## src/common/ucs_pkg.sv

```systemverilog
package ucs_pkg;

    // Clock and timing
    localparam int unsigned CLK_HZ          = 50_000_000;
    localparam int unsigned CLK_PER_MS      = CLK_HZ / 1000;
    localparam int unsigned BAUD_MAX        = 3_000_000;
    localparam logic [15:0] BAUD_MIN_DIV    = 16'((CLK_HZ + BAUD_MAX - 1) / BAUD_MAX);
    localparam int unsigned BAUD_RST_RATE   = 115_200;
    localparam logic [15:0] BAUD_DIV_RST    = 16'(CLK_HZ / BAUD_RST_RATE);
    localparam int unsigned LED_STRETCH_MS  = 50;
    localparam int unsigned LED_STRETCH_CYC = LED_STRETCH_MS * CLK_PER_MS;
    localparam int unsigned WAKE_MS         = 20;
    localparam int unsigned WAKE_CYC        = WAKE_MS * CLK_PER_MS;

    // Clock output synthesis: phase step and modulus in MHz units
    localparam int unsigned CLKOUT_HZ       = 12_000_000;
    localparam logic [7:0]  NCO_STEP        = 8'(2 * CLKOUT_HZ / 1_000_000);
    localparam logic [7:0]  NCO_MOD         = 8'(CLK_HZ / 1_000_000);
    localparam logic [7:0]  NCO_RST         = NCO_MOD - NCO_STEP;

    localparam int unsigned SIDE_PINS       = 5;
    localparam int unsigned FN_W            = 3;

    typedef enum logic [FN_W-1:0] {
        FN_TX_LED,
        FN_RX_LED,
        FN_TXRX_LED,
        FN_LINE_DRV,
        FN_PWR_GATE,
        FN_SUSP_IND,
        FN_CLK12,
        FN_OFF
    } ucs_pin_fn_t;

    typedef enum logic [1:0] {
        DRV_IDLE,
        DRV_LEAD,
        DRV_SHIFT
    } ucs_drv_state_t;

    localparam logic [14:0] CFG_RST = {FN_SUSP_IND, FN_PWR_GATE, FN_LINE_DRV,
                                       FN_RX_LED, FN_TX_LED};

    // Register byte offsets
    localparam logic [7:0] REG_CFG    = 8'h00;
    localparam logic [7:0] REG_BAUD   = 8'h04;
    localparam logic [7:0] REG_STATUS = 8'h08;

    // Status bit positions
    localparam int unsigned ST_SUSP = 0;
    localparam int unsigned ST_CONF = 1;
    localparam int unsigned ST_DRV  = 2;
    localparam int unsigned ST_WAKE = 3;
    localparam int unsigned ST_CTS  = 4;
    localparam int unsigned ST_LED  = 5;

endpackage

```

## src/common/ucs_ifs.sv

```systemverilog
`timescale 1ns/1ps
`default_nettype none

interface ucs_act_if;
    logic evt;
    logic lit;
    modport src  (output evt, input lit);
    modport shot (input evt, output lit);
endinterface

interface ucs_tick_if;
    logic        restart;
    logic [15:0] div;
    logic        tick;
    modport user  (output restart, output div, input tick);
    modport timer (input restart, input div, output tick);
endinterface

`default_nettype wire

```

## src/ucs_side_pins.sv

```systemverilog
// The placing of the registers and the AHB-Lite interface to the registers are this design's own decisions.
`timescale 1ns/1ps
`default_nettype none

// Function
// [RQ1] Line driver enable rises one bit period before the start bit.
// [RQ2] Line driver enable drops when the stop bit begins.
// [RQ3] Line driver enable is low whenever no character is being sent.
// [RQ4] Suspend power gate output is high during USB suspend.
// [RQ5] Power gate goes low after enumeration, high throughout suspend.
// [RQ6] Suspend indicator is high while active, low while suspended.
// [RQ7] Suspend indicator is low for the whole suspend.
// [RQ8] External bus-powered logic powers down from gate or indicator.
// [RQ9] Every side pin may be a transmit, receive or combined LED.
// [RQ10] LED pin floats when idle and drives low on activity.
// [RQ11] LED activity is stretched by a one-shot to stay visible.
// [RQ12] Combined LED shows activity in either direction.
// [RQ13] A side pin may output a free-running 12 MHz clock.
// [RQ14] Reset: pin two is line driver enable, pin three power gate.
// [RQ15] Serial bit rate never exceeds 3 Mbaud.
// [RQ16] Flow control uses request-to-send out and clear-to-send in.
// [RQ17] Ring indicator low during suspend requests remote wakeup.
// [RQ18] Wakeup request lasts about 20 ms.
// [RQ19] External logic may OR line enable with receiver to mask echo.
// [RQ20] LED stretch length is fixed; each event retriggers it.
module ucs_side_pins
    import ucs_pkg::*;
#(
    parameter int unsigned LED_STRETCH = LED_STRETCH_CYC,
    parameter int unsigned WAKE_HOLD   = WAKE_CYC
) (
    input  wire logic                 clk_i,
    input  wire logic                 rstn_i,
    // AHB-Lite slave
    input  wire logic                 hsel_i,
    input  wire logic [31:0]          haddr_i,
    input  wire logic [1:0]           htrans_i,
    input  wire logic                 hwrite_i,
    input  wire logic [2:0]           hsize_i,
    input  wire logic [31:0]          hwdata_i,
    input  wire logic                 hready_i,
    output logic                      hreadyout_o,
    output logic                      hresp_o,
    output logic [31:0]               hrdata_o,
    // USB engine and UART core, same clock
    input  wire logic                 usb_suspend_i,
    input  wire logic                 usb_configured_i,
    input  wire logic                 tx_req_i,
    output logic                      tx_go_o,
    input  wire logic                 tx_stop_i,
    input  wire logic                 tx_activity_i,
    input  wire logic                 rx_activity_i,
    input  wire logic                 rx_space_i,
    output logic [15:0]               baud_div_o,
    output logic                      remote_wake_o,
    // Pins
    input  wire logic                 cts_n_i,
    input  wire logic                 ring_indicator_n_i,
    output logic                      rts_n_o,
    output logic [SIDE_PINS-1:0]      configurable_side_pins_o,
    output logic [SIDE_PINS-1:0]      configurable_side_pins_oe_n_o
);

    // Drive value and active-low enable for one pin function
    function automatic logic [1:0] pin_drive(input ucs_pin_fn_t fn,
                                             input logic [6:0]  s);
        logic [1:0] r;
        r = 2'b11;
        case (fn)
            FN_TX_LED:   r = s[0] ? 2'b00 : 2'b11; // RQ9 RQ10
            FN_RX_LED:   r = s[1] ? 2'b00 : 2'b11; // RQ10
            FN_TXRX_LED: r = s[2] ? 2'b00 : 2'b11; // RQ12
            FN_LINE_DRV: r = {s[3], 1'b0};
            FN_PWR_GATE: r = {s[4], 1'b0};
            FN_SUSP_IND: r = {s[5], 1'b0};
            FN_CLK12:    r = {s[6], 1'b0}; // RQ13
            default:     r = 2'b11;
        endcase
        return r;
    endfunction

    // ---------------- Register bus ----------------
    logic [14:0]    cfg_ff;
    logic [15:0]    baud_div_ff;
    logic           dp_wr_ff;
    logic [7:0]     dp_addr_ff;
    logic [31:0]    hrdata_ff;
    logic [31:0]    rd_data;
    logic [31:0]    status;
    logic           bus_acc;

    assign bus_acc     = hsel_i && hready_i && htrans_i[1];
    assign hreadyout_o = 1'b1;
    assign hresp_o     = 1'b0;
    assign hrdata_o    = hrdata_ff;
    assign baud_div_o  = baud_div_ff;

    always_ff @(posedge clk_i or negedge rstn_i) begin
        if (!rstn_i) begin
            dp_wr_ff   <= 1'b0;
            dp_addr_ff <= 8'h00;
        end else begin
            dp_wr_ff   <= bus_acc && hwrite_i;
            dp_addr_ff <= haddr_i[7:0];
        end
    end

    always_comb begin
        if (haddr_i[7:0] == REG_CFG) begin
            rd_data = {17'h0, cfg_ff};
        end else if (haddr_i[7:0] == REG_BAUD) begin
            rd_data = {16'h0, baud_div_ff};
        end else if (haddr_i[7:0] == REG_STATUS) begin
            rd_data = status;
        end else begin
            rd_data = 32'h0;
        end
    end

    always_ff @(posedge clk_i or negedge rstn_i) begin
        if (!rstn_i) begin
            hrdata_ff <= 32'h0;
        end else if (bus_acc && !hwrite_i) begin
            hrdata_ff <= rd_data;
        end
    end

    always_ff @(posedge clk_i or negedge rstn_i) begin
        if (!rstn_i) begin
            cfg_ff <= CFG_RST; // RQ14
        end else if (dp_wr_ff && dp_addr_ff == REG_CFG) begin
            cfg_ff <= hwdata_i[14:0];
        end
    end

    // Too small a divisor is clamped, so the line never outruns 3 Mbaud
    always_ff @(posedge clk_i or negedge rstn_i) begin
        if (!rstn_i) begin
            baud_div_ff <= BAUD_DIV_RST;
        end else if (dp_wr_ff && dp_addr_ff == REG_BAUD) begin
            baud_div_ff <= (hwdata_i[15:0] < BAUD_MIN_DIV) ? BAUD_MIN_DIV
                                                            : hwdata_i[15:0]; // RQ15
        end
    end

    // ---------------- Pin synchronisers ----------------
    logic [1:0] cts_sync_ff;
    logic [1:0] ri_sync_ff;

    always_ff @(posedge clk_i or negedge rstn_i) begin
        if (!rstn_i) begin
            cts_sync_ff <= 2'b11;
            ri_sync_ff  <= 2'b11;
        end else begin
            cts_sync_ff <= {cts_sync_ff[0], cts_n_i};
            ri_sync_ff  <= {ri_sync_ff[0], ring_indicator_n_i};
        end
    end

    // ---------------- Flow control ----------------
    logic rts_n_ff;

    always_ff @(posedge clk_i or negedge rstn_i) begin
        if (!rstn_i) begin
            rts_n_ff <= 1'b1;
        end else begin
            rts_n_ff <= !rx_space_i; // RQ16
        end
    end

    assign rts_n_o = rts_n_ff;

    // ---------------- Line driver enable ----------------
    ucs_drv_state_t drv_state_ff;
    ucs_drv_state_t nxt_drv_state;
    logic           line_driver_enable_ff;
    logic [15:0]    lead_cyc_ff;
    ucs_tick_if     tk ();

    ucs_bit_timer u_bit_timer (
        .clk_i  (clk_i),
        .rstn_i (rstn_i),
        .tk     (tk)
    );

    assign tk.div     = baud_div_ff;
    assign tk.restart = (drv_state_ff == DRV_IDLE) && tx_req_i && !cts_sync_ff[1]; // RQ16
    assign tx_go_o    = (drv_state_ff == DRV_LEAD) && tk.tick; // RQ1

    always_comb begin
        nxt_drv_state = drv_state_ff;
        case (drv_state_ff)
            DRV_IDLE:  if (tk.restart) nxt_drv_state = DRV_LEAD;
            DRV_LEAD:  if (tk.tick) nxt_drv_state = DRV_SHIFT;
            DRV_SHIFT: if (tx_stop_i) nxt_drv_state = DRV_IDLE; // RQ2
            default:   nxt_drv_state = DRV_IDLE;
        endcase
    end

    always_ff @(posedge clk_i or negedge rstn_i) begin
        if (!rstn_i) begin
            drv_state_ff          <= DRV_IDLE;
            line_driver_enable_ff <= 1'b0;
        end else begin
            drv_state_ff          <= nxt_drv_state;
            line_driver_enable_ff <= (nxt_drv_state != DRV_IDLE); // RQ3
        end
    end

    // Lead length counter, read only by checks below
    always_ff @(posedge clk_i or negedge rstn_i) begin
        if (!rstn_i) begin
            lead_cyc_ff <= 16'h0;
        end else if (drv_state_ff == DRV_LEAD) begin
            lead_cyc_ff <= lead_cyc_ff + 16'h1;
        end else begin
            lead_cyc_ff <= 16'h0;
        end
    end

    // ---------------- Suspend outputs ----------------
    logic suspend_power_gate_n_ff;
    logic susp_ind_ff;

    always_ff @(posedge clk_i or negedge rstn_i) begin
        if (!rstn_i) begin
            suspend_power_gate_n_ff <= 1'b1;
            susp_ind_ff             <= 1'b0;
        end else begin
            suspend_power_gate_n_ff <= usb_suspend_i || !usb_configured_i; // RQ4 RQ5
            susp_ind_ff             <= !usb_suspend_i; // RQ6 RQ7
        end
    end

    // ---------------- Remote wakeup ----------------
    logic        wake_ff;
    logic [31:0] wake_cnt_ff;

    always_ff @(posedge clk_i or negedge rstn_i) begin
        if (!rstn_i) begin
            wake_ff     <= 1'b0;
            wake_cnt_ff <= 32'h0;
        end else if (!usb_suspend_i) begin
            wake_ff     <= 1'b0;
            wake_cnt_ff <= 32'h0;
        end else if (!wake_ff && !ri_sync_ff[1]) begin
            wake_ff     <= 1'b1; // RQ17
            wake_cnt_ff <= WAKE_HOLD[31:0];
        end else if (wake_ff) begin
            wake_ff     <= (wake_cnt_ff > 32'h1); // RQ18
            wake_cnt_ff <= wake_cnt_ff - 32'h1;
        end
    end

    assign remote_wake_o = wake_ff;

    // ---------------- Activity LEDs ----------------
    ucs_act_if tx_act ();
    ucs_act_if rx_act ();
    ucs_act_if all_act ();

    assign tx_act.evt  = tx_activity_i;
    assign rx_act.evt  = rx_activity_i;
    assign all_act.evt = tx_activity_i || rx_activity_i; // RQ12

    ucs_one_shot #(.STRETCH_CYC(LED_STRETCH)) u_tx_shot (
        .clk_i  (clk_i),
        .rstn_i (rstn_i),
        .act    (tx_act)
    );

    ucs_one_shot #(.STRETCH_CYC(LED_STRETCH)) u_rx_shot (
        .clk_i  (clk_i),
        .rstn_i (rstn_i),
        .act    (rx_act)
    );

    ucs_one_shot #(.STRETCH_CYC(LED_STRETCH)) u_all_shot (
        .clk_i  (clk_i),
        .rstn_i (rstn_i),
        .act    (all_act)
    );

    // ---------------- 12 MHz clock output ----------------
    // Phase accumulator: average exact, edges jitter by one 20 ns cycle
    logic [7:0] nco_ff;
    logic       clk12_ff;
    logic [7:0] nco_sum;

    assign nco_sum = nco_ff + NCO_STEP;

    always_ff @(posedge clk_i or negedge rstn_i) begin
        if (!rstn_i) begin
            nco_ff   <= NCO_RST; // First toggle at once, no long first phase
            clk12_ff <= 1'b0;
        end else if (nco_sum >= NCO_MOD) begin
            nco_ff   <= nco_sum - NCO_MOD;
            clk12_ff <= !clk12_ff; // RQ13
        end else begin
            nco_ff   <= nco_sum;
        end
    end

    // ---------------- Pin mux ----------------
    logic [6:0]           pin_src;
    logic [SIDE_PINS-1:0] nxt_pin;
    logic [SIDE_PINS-1:0] nxt_pin_oe_n;
    logic [SIDE_PINS-1:0] pin_ff;
    logic [SIDE_PINS-1:0] pin_oe_n_ff;

    assign pin_src = {clk12_ff, susp_ind_ff, suspend_power_gate_n_ff,
                      line_driver_enable_ff, all_act.lit, rx_act.lit, tx_act.lit};

    always_comb begin
        for (int i = 0; i < SIDE_PINS; i++) begin
            {nxt_pin[i], nxt_pin_oe_n[i]} =
                pin_drive(ucs_pin_fn_t'(cfg_ff[i*FN_W +: FN_W]), pin_src); // RQ9
        end
    end

    always_ff @(posedge clk_i or negedge rstn_i) begin
        if (!rstn_i) begin
            pin_ff      <= {SIDE_PINS{1'b1}};
            pin_oe_n_ff <= {SIDE_PINS{1'b1}};
        end else begin
            pin_ff      <= nxt_pin;
            pin_oe_n_ff <= nxt_pin_oe_n;
        end
    end

    assign configurable_side_pins_o      = pin_ff;
    assign configurable_side_pins_oe_n_o = pin_oe_n_ff;

    always_comb begin
        status          = 32'h0;
        status[ST_SUSP] = usb_suspend_i;
        status[ST_CONF] = usb_configured_i;
        status[ST_DRV]  = line_driver_enable_ff;
        status[ST_WAKE] = wake_ff;
        status[ST_CTS]  = !cts_sync_ff[1];
        status[ST_LED +: 3] = {all_act.lit, rx_act.lit, tx_act.lit};
    end
endmodule

`default_nettype wire

```

## src/ucs_one_shot.sv

```systemverilog
`timescale 1ns/1ps
`default_nettype none

module ucs_one_shot
    import ucs_pkg::*;
#(
    parameter int unsigned STRETCH_CYC = LED_STRETCH_CYC
) (
    input  wire logic   clk_i,
    input  wire logic   rstn_i,
    ucs_act_if.shot     act
);

    logic [31:0] cnt_ff;

    // Every event reloads, so a busy stream keeps the LED lit
    always_ff @(posedge clk_i or negedge rstn_i) begin
        if (!rstn_i) begin
            cnt_ff <= 32'h0;
        end else if (act.evt) begin
            cnt_ff <= STRETCH_CYC[31:0]; // RQ20
        end else if (cnt_ff != 32'h0) begin
            cnt_ff <= cnt_ff - 32'h1;
        end
    end

    assign act.lit = (cnt_ff != 32'h0); // RQ11
endmodule

`default_nettype wire

```

## src/ucs_bit_timer.sv

```systemverilog
`timescale 1ns/1ps
`default_nettype none

module ucs_bit_timer (
    input  wire logic   clk_i,
    input  wire logic   rstn_i,
    ucs_tick_if.timer   tk
);

    logic [15:0] cnt_ff;
    logic        run_ff;

    always_ff @(posedge clk_i or negedge rstn_i) begin
        if (!rstn_i) begin
            cnt_ff <= 16'h0;
        end else if (tk.restart) begin
            cnt_ff <= tk.div - 16'h1;
        end else if (cnt_ff != 16'h0) begin
            cnt_ff <= cnt_ff - 16'h1;
        end
    end

    always_ff @(posedge clk_i or negedge rstn_i) begin
        if (!rstn_i) begin
            run_ff <= 1'b0;
        end else if (tk.restart) begin
            run_ff <= 1'b1;
        end else if (tk.tick) begin
            run_ff <= 1'b0;
        end
    end

    // Tick lands div cycles after the restart cycle
    assign tk.tick = run_ff && (cnt_ff == 16'h0);
endmodule

`default_nettype wire

```

## config.mk

```make
export PLATFORM = sky130hd
export DESIGN_NAME = ucs_side_pins
export DESIGN_NICKNAME = d
export VERILOG_FILES = /design/src/common/ucs_pkg.sv /design/src/common/ucs_ifs.sv /design/src/ucs_side_pins.sv /design/src/ucs_one_shot.sv /design/src/ucs_bit_timer.sv
export SDC_FILE = /design/constraint.sdc
export NUM_CORES = 1
export LEC_CHECK = 0
export BUFFER_PORTS_ARGS = -buffer_cell sky130_fd_sc_hd__buf_2
export CORE_MARGIN = 8
export CORE_UTILIZATION = 35
export CTS_BUF_LIST = sky130_fd_sc_hd__clkbuf_8
export CTS_CLUSTER_SIZE = 30
export DETAILED_ROUTE_END_ITERATION = 10
export MAX_ROUTING_LAYER = met4
export PLACE_DENSITY = 0.58
export SYNTH_ARGS = -nofsm -noshare
export SYNTH_HDL_FRONTEND = slang
export SYNTH_HIERARCHICAL = 1
export SYNTH_SLANG_ARGS = --single-unit
```

## constraint.sdc

```tcl
create_clock -name clk_i -period 2.9 [get_ports clk_i]
set_input_delay 0.58 -clock clk_i [delete_from_list [all_inputs] [get_ports clk_i]]
set_output_delay 0.58 -clock clk_i [all_outputs]
set_load 0.02 [all_outputs]
```

* After elaboration in Yosys (flattened, before gate mapping)
Cells that the tools add are included.
Word-level totals: input port bits 83, logic and storage cells 143, register bits after elaboration 247
Cells by class: reduce and logical (&&, ||, !) cells 40, equality and inequality tests 36, $lt $le $gt $ge 3, multiplexer cells 33, $add $sub $neg 8
Operator list (number):
- 32-bit 2-to-1 mux | 11
- 32-bit by 1-bit subtractor with 32-bit output (second input constant) | 4
- 32-bit nonzero test | 3
- 2-bit one-hot mux with 7 select lines | 5
- 16-bit 2-to-1 mux | 3
- 3-bit equality test (second input constant) | 15
- 32-bit by 1-bit greater-than comparator with 1-bit output (second input constant) | 1
- 16-bit by 1-bit subtractor with 16-bit output (second input constant) | 2
- 3-bit by 2-bit equality test with 1-bit output (second input constant) | 10
- 8-bit by 3-bit equality test with 1-bit output (second input constant) | 2
- 16-bit logical NOT | 1
- 8-bit logical NOT | 2
- 16-bit by 5-bit < comparator with 1-bit output (second input constant) | 1
- 8-bit 2-to-1 mux | 2
- 16-bit nonzero test | 1
- 3-bit by 1-bit equality test with 1-bit output (second input constant) | 5
- 3-bit logical NOT | 5
- 2-bit 2-to-1 mux | 6
- 2-bit nonzero test | 6
- 1-bit logical AND | 11
- 8-bit by 5-bit adder with 8-bit output (second input constant) | 1
- 8-bit by 4-bit equality test with 1-bit output (second input constant) | 1
- 8-bit by 6-bit >= comparator with 1-bit output (second input constant) | 1
- 1-bit logical NOT | 8
- 8 further kinds | 13

* Longest topological paths before layout
Gate-level depths: netlist of run 1.
word-level depth 6, mapped depth 10, mapped depth without buffers 9

* By module
The synthesis of run 1 kept the hierarchy.
Modules (own cells, without submodules):
- ucs_side_pins | area an instance 5934.4 um2, seq. area each 2965.3 um2, cells each 601, times used 1
- ucs_one_shot | area an instance 1771.7 um2, seq. area each 800.8 um2, cells each 185, times used 3
- ucs_bit_timer | area an instance 1133.6 um2, seq. area each 425.4 um2, cells each 124, times used 1

* Worst setup path before layout of run 1
OpenSTA, ideal clock, no wires.
path kind input to register, start in tx_req_i, end reg u_bit_timer.cnt_ff[12], stages 10, path slack -254 ps, arrival time 3024 ps, buffers on the path 3, cell sequence nor4b_1 -> buf_6 -> clkbuf_1 -> clkbuf_1 -> mux2i_1 -> ha_1 -> o21ai_0 -> nor3_1 -> nand2_1 -> mux2i_1
On the way: longest elaborated chain between the ends 3
Ends and longest elaborated chain:
- from (decl) | RTL line ucs_side_pins.sv:48 | input wire logic tx_req_i,
- 1-bit logical AND * (2 in series) | RTL line ucs_side_pins.sv:187 | assign tk.restart = (drv_state_ff == DRV_IDLE) && tx_req_i && !cts_sync_ff[1];
- 16-bit 2-to-1 mux or 2-bit nonzero test (tied branches)
- to (signal assigned) | RTL line ucs_bit_timer.sv:17 | cnt_ff <= tk.div - 16'h1;
- to (signal assigned) | RTL line ucs_bit_timer.sv:19 | cnt_ff <= cnt_ff - 16'h1;
- to (decl) | RTL line ucs_bit_timer.sv:10 | logic [15:0] cnt_ff;
Every way passes the cells marked *; elsewhere a longest branch is shown, timed or not. A chain may end at the register's enable or synchronous reset.

* Worst setup path after layout of run 1
start reg u_bit_timer.cnt_ff[9], end out tx_go_o
On the way: longest elaborated chain between the ends 3
Ends and longest elaborated chain:
- 16-bit logical NOT | RTL line ucs_bit_timer.sv:34 | assign tk.tick = run_ff && (cnt_ff == 16'h0);
- 1-bit logical AND | RTL line ucs_bit_timer.sv:34
- via tk.tick | RTL line ucs_ifs.sv:14 | logic tick;
- 1-bit logical AND | RTL line ucs_side_pins.sv:188 | assign tx_go_o = (drv_state_ff == DRV_LEAD) && tk.tick;
- to (decl) | RTL line ucs_side_pins.sv:49 | output logic tx_go_o,
The timed path passes the listed nets, and every way through them passes these cells.

==> results.toml, run 1 <==
[global_route]
grt_pass1_vias = 9723
overflow = 0
antenna_found_initial = 0
grt_pass1_wl_mm = 51.72
grt_max_degree = 73
grt_usage_pct = 15.32

[logic_synthesis]
synthCells = 1280
syn_area_mm2 = 0.01238
synth-xor-area-share_pct = 4.173
muxShareOfSynthArea_pct = 5.830
synthArstFlopShare_pct = 100.0
synth_cell_types = 75
ys_top_cells_by_area = "dfrtp_1 (40%), dfstp_2 (6.4%), nor2_1 (3.7%), mux2i_1 (3.6%), o21ai_0 (3.0%)"
ys_ff_latch = 230
netlist.area_leader.share_pct = 40.42
netlist_top_cells_count = "dfrtp_1 (200), nor2_1 (122), o21ai_0 (75), a21oi_1 (74), nand2_1 (74)"
synth_fa_ha_area_share_pct = 1.111
synth_compound_area_share_pct = 13.67
avgSynthCellArea_um2 = 9.674
synthFlopType = "dfrtp_1"
synth.most_common_cell = "dfrtp_1"
synth_edf_count = 0
ys_seq_area_share_pct = 46.78
synth_top_family_by_area = "simple AND/OR/NAND/NOR gates"
synth_top_area_cell = "dfrtp_1"
yosys_warnings = 6
yosys.area_share.simple_pct = 24.12

[cts]
cts-root-buf = "clkbuf_8"
clk_pin_slew_worst_paths_ps = 50
cts-htree-levels = 2
numCtsBuffers = 44
clock_path_buffers = 3
cts_sinks = 230
cts_tree = "built"
clock_latency_ps = 560

[final_layout]
finalNonFillerCells = 1888
fill_cells = 3463
syn2layout_area_growth_pct = 15.70
fin_area_mm2 = 0.01433
n_antenna_cell = 0
nets = 1487
drive_above_1_share_pct = 21.30

[placed_design]
dpl.cell_count = 1807
pre_cts_slack_ps = 181.3
gp_congestion = 0.8307
portBuffers = 83
place_hpwl_mm = 22.18
placed_cell_area_mm2 = 0.01344

[route]
drt-initial-drc-count = 568
ant_nets = 0
vias_per_cell = 5.313
num_vias = 10030
drt_first_pass_iters = 6
wirelength_mm = 31.57
detail_route.wl_per_cell_um = 16.72
drc = 0

[worst_setup_path]
slowest_delay_ps = 540
path_cells = "or4_4 -> nor2_1 -> and3_4 -> nand2_1 -> nor2_2 -> buf_2"
critPathKind = "reg -> out"
arrival_ps = 2190
worst-path-max-fanout = 4
slowest_stage = "or4_4"
cp-start-kind = "flop"
end_kind = "output pin"
worst-endpoint-required_ps = 2320

[floorplanning]
io_pins = 146
die_area_mm2 = 0.04165
fp.dieH_um = 204.1
rows = 69
die_x_um = 204.1
start_util_pct = 35.16
core_area_mm2 = 0.03522

[sta]
tightest_slew_ps = 713.7
relSlewSlack_pct = 52.31
clock_skew_ps = 29.80
maxSlewViolCount = 0
max_freq_ghz = 0.3611
post-route-period-util_pct = 95.49
period_needed_ps = 2769
holdWs_ps = 129.9
setup_slack_ps = 130.7
final-setup-viol-count = 0
hold_violations = 0

[hold_path]
hold_class = "in -> reg"

[pwr]
powerDensity_mw_per_mm2 = 560.4
ir_worst_vdd_mv = 0.3117
p_leak_nw = 5.886

[outcome]
run_status = "complete, no violations"

[job]
maxCapViolations = 0
==> registers in the layout, summed over array words and instances, names as in the netlist, 5 cells and up <==
signal and flops:
cfg_ff 15, configurable_side_pins_o 5, baud_div_o 16, u_bit_timer/cnt_ff 16, u_tx_shot/cnt_ff 32, hrdata_o 16
configurable_side_pins_oe_n_o 5, u_all_shot/cnt_ff 32, nco_ff 7, u_rx_shot/cnt_ff 32, wake_cnt_ff 32, dp_addr_ff 8
==> per-stage QoR <==
step	power [mW]	util (%)	TNS, ps
global placement	4.947	38.15	0
finish	8.029	40.68	0
detailed placement	4.970	38.15	0
global route	8.480	40.68	-14.70
CTS	8.144	40.64	0
floorplan	4.584	-	0
==> kinds of logic after synthesis <==
family,after synthesis
AND/OR/NAND/NOR,531
flip-flops,230
AO/OA/AOI/OAI,266
multiplexers,69
buffers and inverters,112
other,2
adder cells (fa/ha/maj),11
XOR/XNOR,59
==> report_power, final <==
part	switching, mW	total, mW	internal [mW]
Sequential	0.275	3.74	3.47
Combinational	0.700	1.19	0.491
Clock	1.39	3.10	1.71
Total	2.36	8.03	5.67
==> cell type report <==
class | count | area (µm²) | share of cell area [%]
flip-flops and latches | 230 | 5793 | 40.43
multi-input cells | 954 | 6155 | 42.96
repair buffers | 128 | 803.3 | 5.606
clock buffers | 55 | 757.0 | 5.283
well taps | 461 | 576.8 | 4.026
clock inverters | 25 | 111.4 | 0.7772
inverters | 35 | 131.4 | 0.9169
==> what timing repair did <==
| action | CTS | global route |
|---|---|---|
| buffers inserted | 0 | 0 |
| hold buffers | 1 | 0 |
| resized for setup | 0 | 3 |
| endpoints found under the hold margin | 29 | 0 |
| endpoints found under the setup margin | 0 | 1 |
==> per-layer routing <==
| metal | GRT usage [%] | vias to the layer above | wire length (µm) |
|---|---|---|---|
| met3 | 2.615 | 59 | 1319 |
| met2 | 23.94 | 199 | 14520 |
| met4 | 4.937 | 0 | 850 |
| li1 | - | 4904 | - |
| met1 | 20.04 | 4869 | 14880 |
| met5 | - | - | 0 |
==> critical path: cells and delay by family (launching register included) <==
family / cells / cell delay (ps)
AND/OR/NAND/NOR: 5 / 1040
buffers and inverters: 1 / 170
flip-flops: 1 / 410
==> worst paths after layout <==
check,from,endpoint,slack (ps),cells past startpoint
min,cts_n_i,cts_sync_ff[0]$_DFF_PN1_,130,1
max reg2reg,u_rx_shot/cnt_ff[24]$_DFFE_PN0P_,configurable_side_pins_o[0]$_DFF_PN1_,180,7
max,u_bit_timer/cnt_ff[9]$_DFFE_PN0P_,tx_go_o,130,6
max in group asynchronous,rstn_i,rts_n_o$_DFF_PN1_,1620,3
min in group asynchronous,rstn_i,u_bit_timer/cnt_ff[5]$_DFFE_PN0P_,500,2
min reg2reg,ri_sync_ff[0]$_DFF_PN1_,ri_sync_ff[1]$_DFF_PN1_,360,0
==> placed cells by master (no fill, tap or decap), types with 5 or more instances in the layout <==
cell,netlist,routed
ha_1,11,11
inv_1,35,53
nor2b_1,13,13
mux2i_1,44,44
xnor2_1,35,35
nor2_1,122,121
nand2b_1,7,7
a21oi_1,74,74
and2_1,9,9
and3_1,9,8
o21ai_2,6,6
conb_1,2,18
nor4_1,43,43
a211o_1,5,5
nor4b_1,14,13
or4_1,40,39
o22ai_1,7,7
xor2_1,24,24
or3_1,37,37
nor3_1,47,46
nand3b_1,7,7
or3b_1,8,8
dfrtp_1,200,200
a31oi_1,6,6
or2_2,23,23
o211ai_1,19,19
clkbuf_8,0,55
mux2_2,25,25
or4_4,4,5
nor3b_1,9,9
a21o_1,5,5
nand2_1,74,74
o31ai_1,31,31
a211oi_1,6,6
dfstp_2,30,30
nand3_1,35,35
nand4_1,8,8
buf_4,24,41
buf_2,7,82
o21ai_0,75,75
No activity file was read; power rests on OpenSTA's default activity.
==> run 2, diff against run 1 <==
--- a/config.mk
+++ b/config.mk
@@ -7,12 +7,13 @@
 export LEC_CHECK = 0
 export BUFFER_PORTS_ARGS = -buffer_cell sky130_fd_sc_hd__buf_2
 export CORE_MARGIN = 8
-export CORE_UTILIZATION = 35
+export CORE_UTILIZATION = 55
 export CTS_BUF_LIST = sky130_fd_sc_hd__clkbuf_8
 export CTS_CLUSTER_SIZE = 30
 export DETAILED_ROUTE_END_ITERATION = 10
 export MAX_ROUTING_LAYER = met4
-export PLACE_DENSITY = 0.58
+export PLACE_DENSITY = 0.83
+export REMOVE_ABC_BUFFERS = 1
 export SYNTH_ARGS = -nofsm -noshare
 export SYNTH_HDL_FRONTEND = slang
 export SYNTH_HIERARCHICAL = 1
==> run 2 against run 1 <==
Utilization increased by 22 points. Non-clock buffer count decreased by 10. Worst setup slack got worse by 29 ps. Sequential share of layout area increased by 0.91 points. Sequential power about the same. Clock power increased by 2%. Critical path depth unchanged. Flip-flop and latch count unchanged. Via count increased by 2.5%. Highest routed layer unchanged. Cell area decreased by 2.2%. Routed wire length decreased by 5.1%.
==> results.toml, run 2 (synthesized netlist as in run 1, its figures left out) <==
[global_route]
grt_pass1_vias = 10110
grt_pass1_wl_mm = 49.68
grt_usage_pct = 21.76
antenna_found_initial = 0
overflow = 0
grt_max_degree = 72

[floorplanning]
rows = 55
core_area_mm2 = 0.02237
fp.dieH_um = 166.1
start_util_pct = 55.37
io_pins = 146
die_x_um = 166.1
die_area_mm2 = 0.02757

[worst_setup_path]
arrival_ps = 2220
cp-start-kind = "flop"
critPathKind = "reg -> out"
worst-endpoint-required_ps = 2320
worst-path-max-fanout = 4
r2r_setup_slack_ps = 150
r2r_start = "u_rx_shot/cnt_ff[11]$_DFFE_PN0P_"
r2r_end = "configurable_side_pins_o[1]$_DFF_PN1_"
end_kind = "output pin"
reg2reg_depth = 7

[sta]
holdWs_ps = 138.9
hold_violations = 0
tightest_slew_ps = 776.7
post-route-period-util_pct = 96.48
final-setup-viol-count = 0
fin_setup_tns_ps = 0
rsz0062_at_grt = "false"
clock_skew_ps = 17.76
max_freq_ghz = 0.3574
maxSlewViolCount = 0
period_needed_ps = 2798
relSlewSlack_pct = 48.09

[final_layout]
syn2layout_area_growth_pct = 13.16
final_cell_mix = "dfrtp_1 (200), nor2_1 (122), buf_2 (82), o21ai_0 (75)"
final_util_pct = 62.65
drive_above_1_share_pct = 20.62
nets = 1473
n_antenna_cell = 0
finalNonFillerCells = 1696
mostFrequentLayoutCell = "dfrtp_1"

[cts]
cts_sinks = 230
numCtsBuffers = 40
clk_pin_slew_worst_paths_ps = 60
cts-htree-levels = 2
cts_tree = "built"
cts-root-buf = "clkbuf_8"
clock_path_buffers = 3
clock_latency_ps = 550
post_cts_buffers = 0

[outcome]
run_status = "complete, no violations"

[route]
ant_nets = 0
vias_per_cell = 6.065
wirelength_mm = 29.96
detail_route.wl_per_cell_um = 17.66
num_vias = 10290
drt_first_pass_iters = 6
drc = 0
drt-initial-drc-count = 869

[pwr]
ir_worst_vdd_mv = 0.3803
powerDensity_mw_per_mm2 = 578.3
p_leak_nw = 5.831

[placed_design]
gp_congestion = 0.8888
place_hpwl_mm = 20.83
dpl.cell_count = 1621
portBuffers = 83

[job]
maxCapViolations = 0

[hold_path]
hold_depth = 2
hold_class = "in -> reg"
whs_endpoint = "rts_n_o$_DFF_PN1_"
min_from = "rx_space_i"
-- run 2: cell count changes in the layout (fill, tap and decap cells not counted), moves of 2 or more --
cell and delta:
clkinv_2 +2, clkinvlp_4 -2, bufinv_16 +2, inv_8 +2, buf_4 -9, clkbuf_8 -3
inv_1 -6
-- run 2: worst max-delay path by stage --
stage / from / end / slack, ps / depth (start not counted)
6_report: u_bit_timer/cnt_ff[10]$_DFFE_PN0P_ / tx_go_o / 100 / 6
5_1_grt: u_bit_timer/cnt_ff[10]$_DFFE_PN0P_ / tx_go_o / 20 / 6
4_1_cts: u_bit_timer/cnt_ff[10]$_DFFE_PN0P_ / tx_go_o / 20 / 6
3_5_place_dp: tx_req_i / u_bit_timer/cnt_ff[12]$_DFFE_PN0P_ / -30 / 9
3_3_place_gp: tx_req_i / u_bit_timer/cnt_ff[12]$_DFFE_PN0P_ / 10 / 9
2_1_floorplan: tx_req_i / u_bit_timer/cnt_ff[12]$_DFFE_PN0P_ / -2780 / 7
-- run 2: worst max-delay path, stage by stage, from the launching register on --
cell     delay [ps]
dfrtp_1         400
or4_4           570
nor2_1          100
and3_1          230
nand2_1          70
nor2_1          120
buf_2           180
-- run 2: layer usage --
metal | share of wire (%) | routed length (µm) | GRT usage (%) | up-vias
li1 | - | - | - | 4863
met1 | 43 | 12840 | 27.04 | 5013
met2 | 49 | 14610 | 35.29 | 350
met3 | 6.0 | 1803 | 3.922 | 60
met4 | 2.3 | 696 | 7.826 | 0
met5 | 0 | 0 | - | -
-- run 2: final cells by class --
class / count / area [µm²]
clock buffer: 52 / 715.7
clock inverter: 22 / 157.7
fill: 1812 / 8353
inverter: 35 / 131.4
multi-input combinational: 954 / 6142
sequential: 230 / 5793
tap: 285 / 356.6
timing repair buffer: 118 / 715.7
-- run 2: what timing repair did --
action | in CTS | in global routing
setup endpoints to repair | 0 | 5
gates resized for setup | 0 | 2
hold endpoints to repair | 1 | 0
hold buffers | 1 | 0
-- run 2: per-stage QoR --
step / worst slack (ps) / cell area [µm²] / power (mW)
6_report: 102.1 / 14010 / 8.103
5_1_grt: 15.09 / 14010 / 8.493
4_1_cts: 22.43 / 14000 / 8.154
3_5_place_dp: -29.17 / 13120 / 4.960
3_3_place_gp: 13.09 / 13120 / 4.903
2_1_floorplan: -2782 / 12050 / 4.534
-- run 2: power breakdown --
part / total, mW / internal (mW) / switching (mW)
logic: 1.20 / 0.492 / 0.706
registers: 3.74 / 3.46 / 0.278
clock network: 3.16 / 1.80 / 1.36
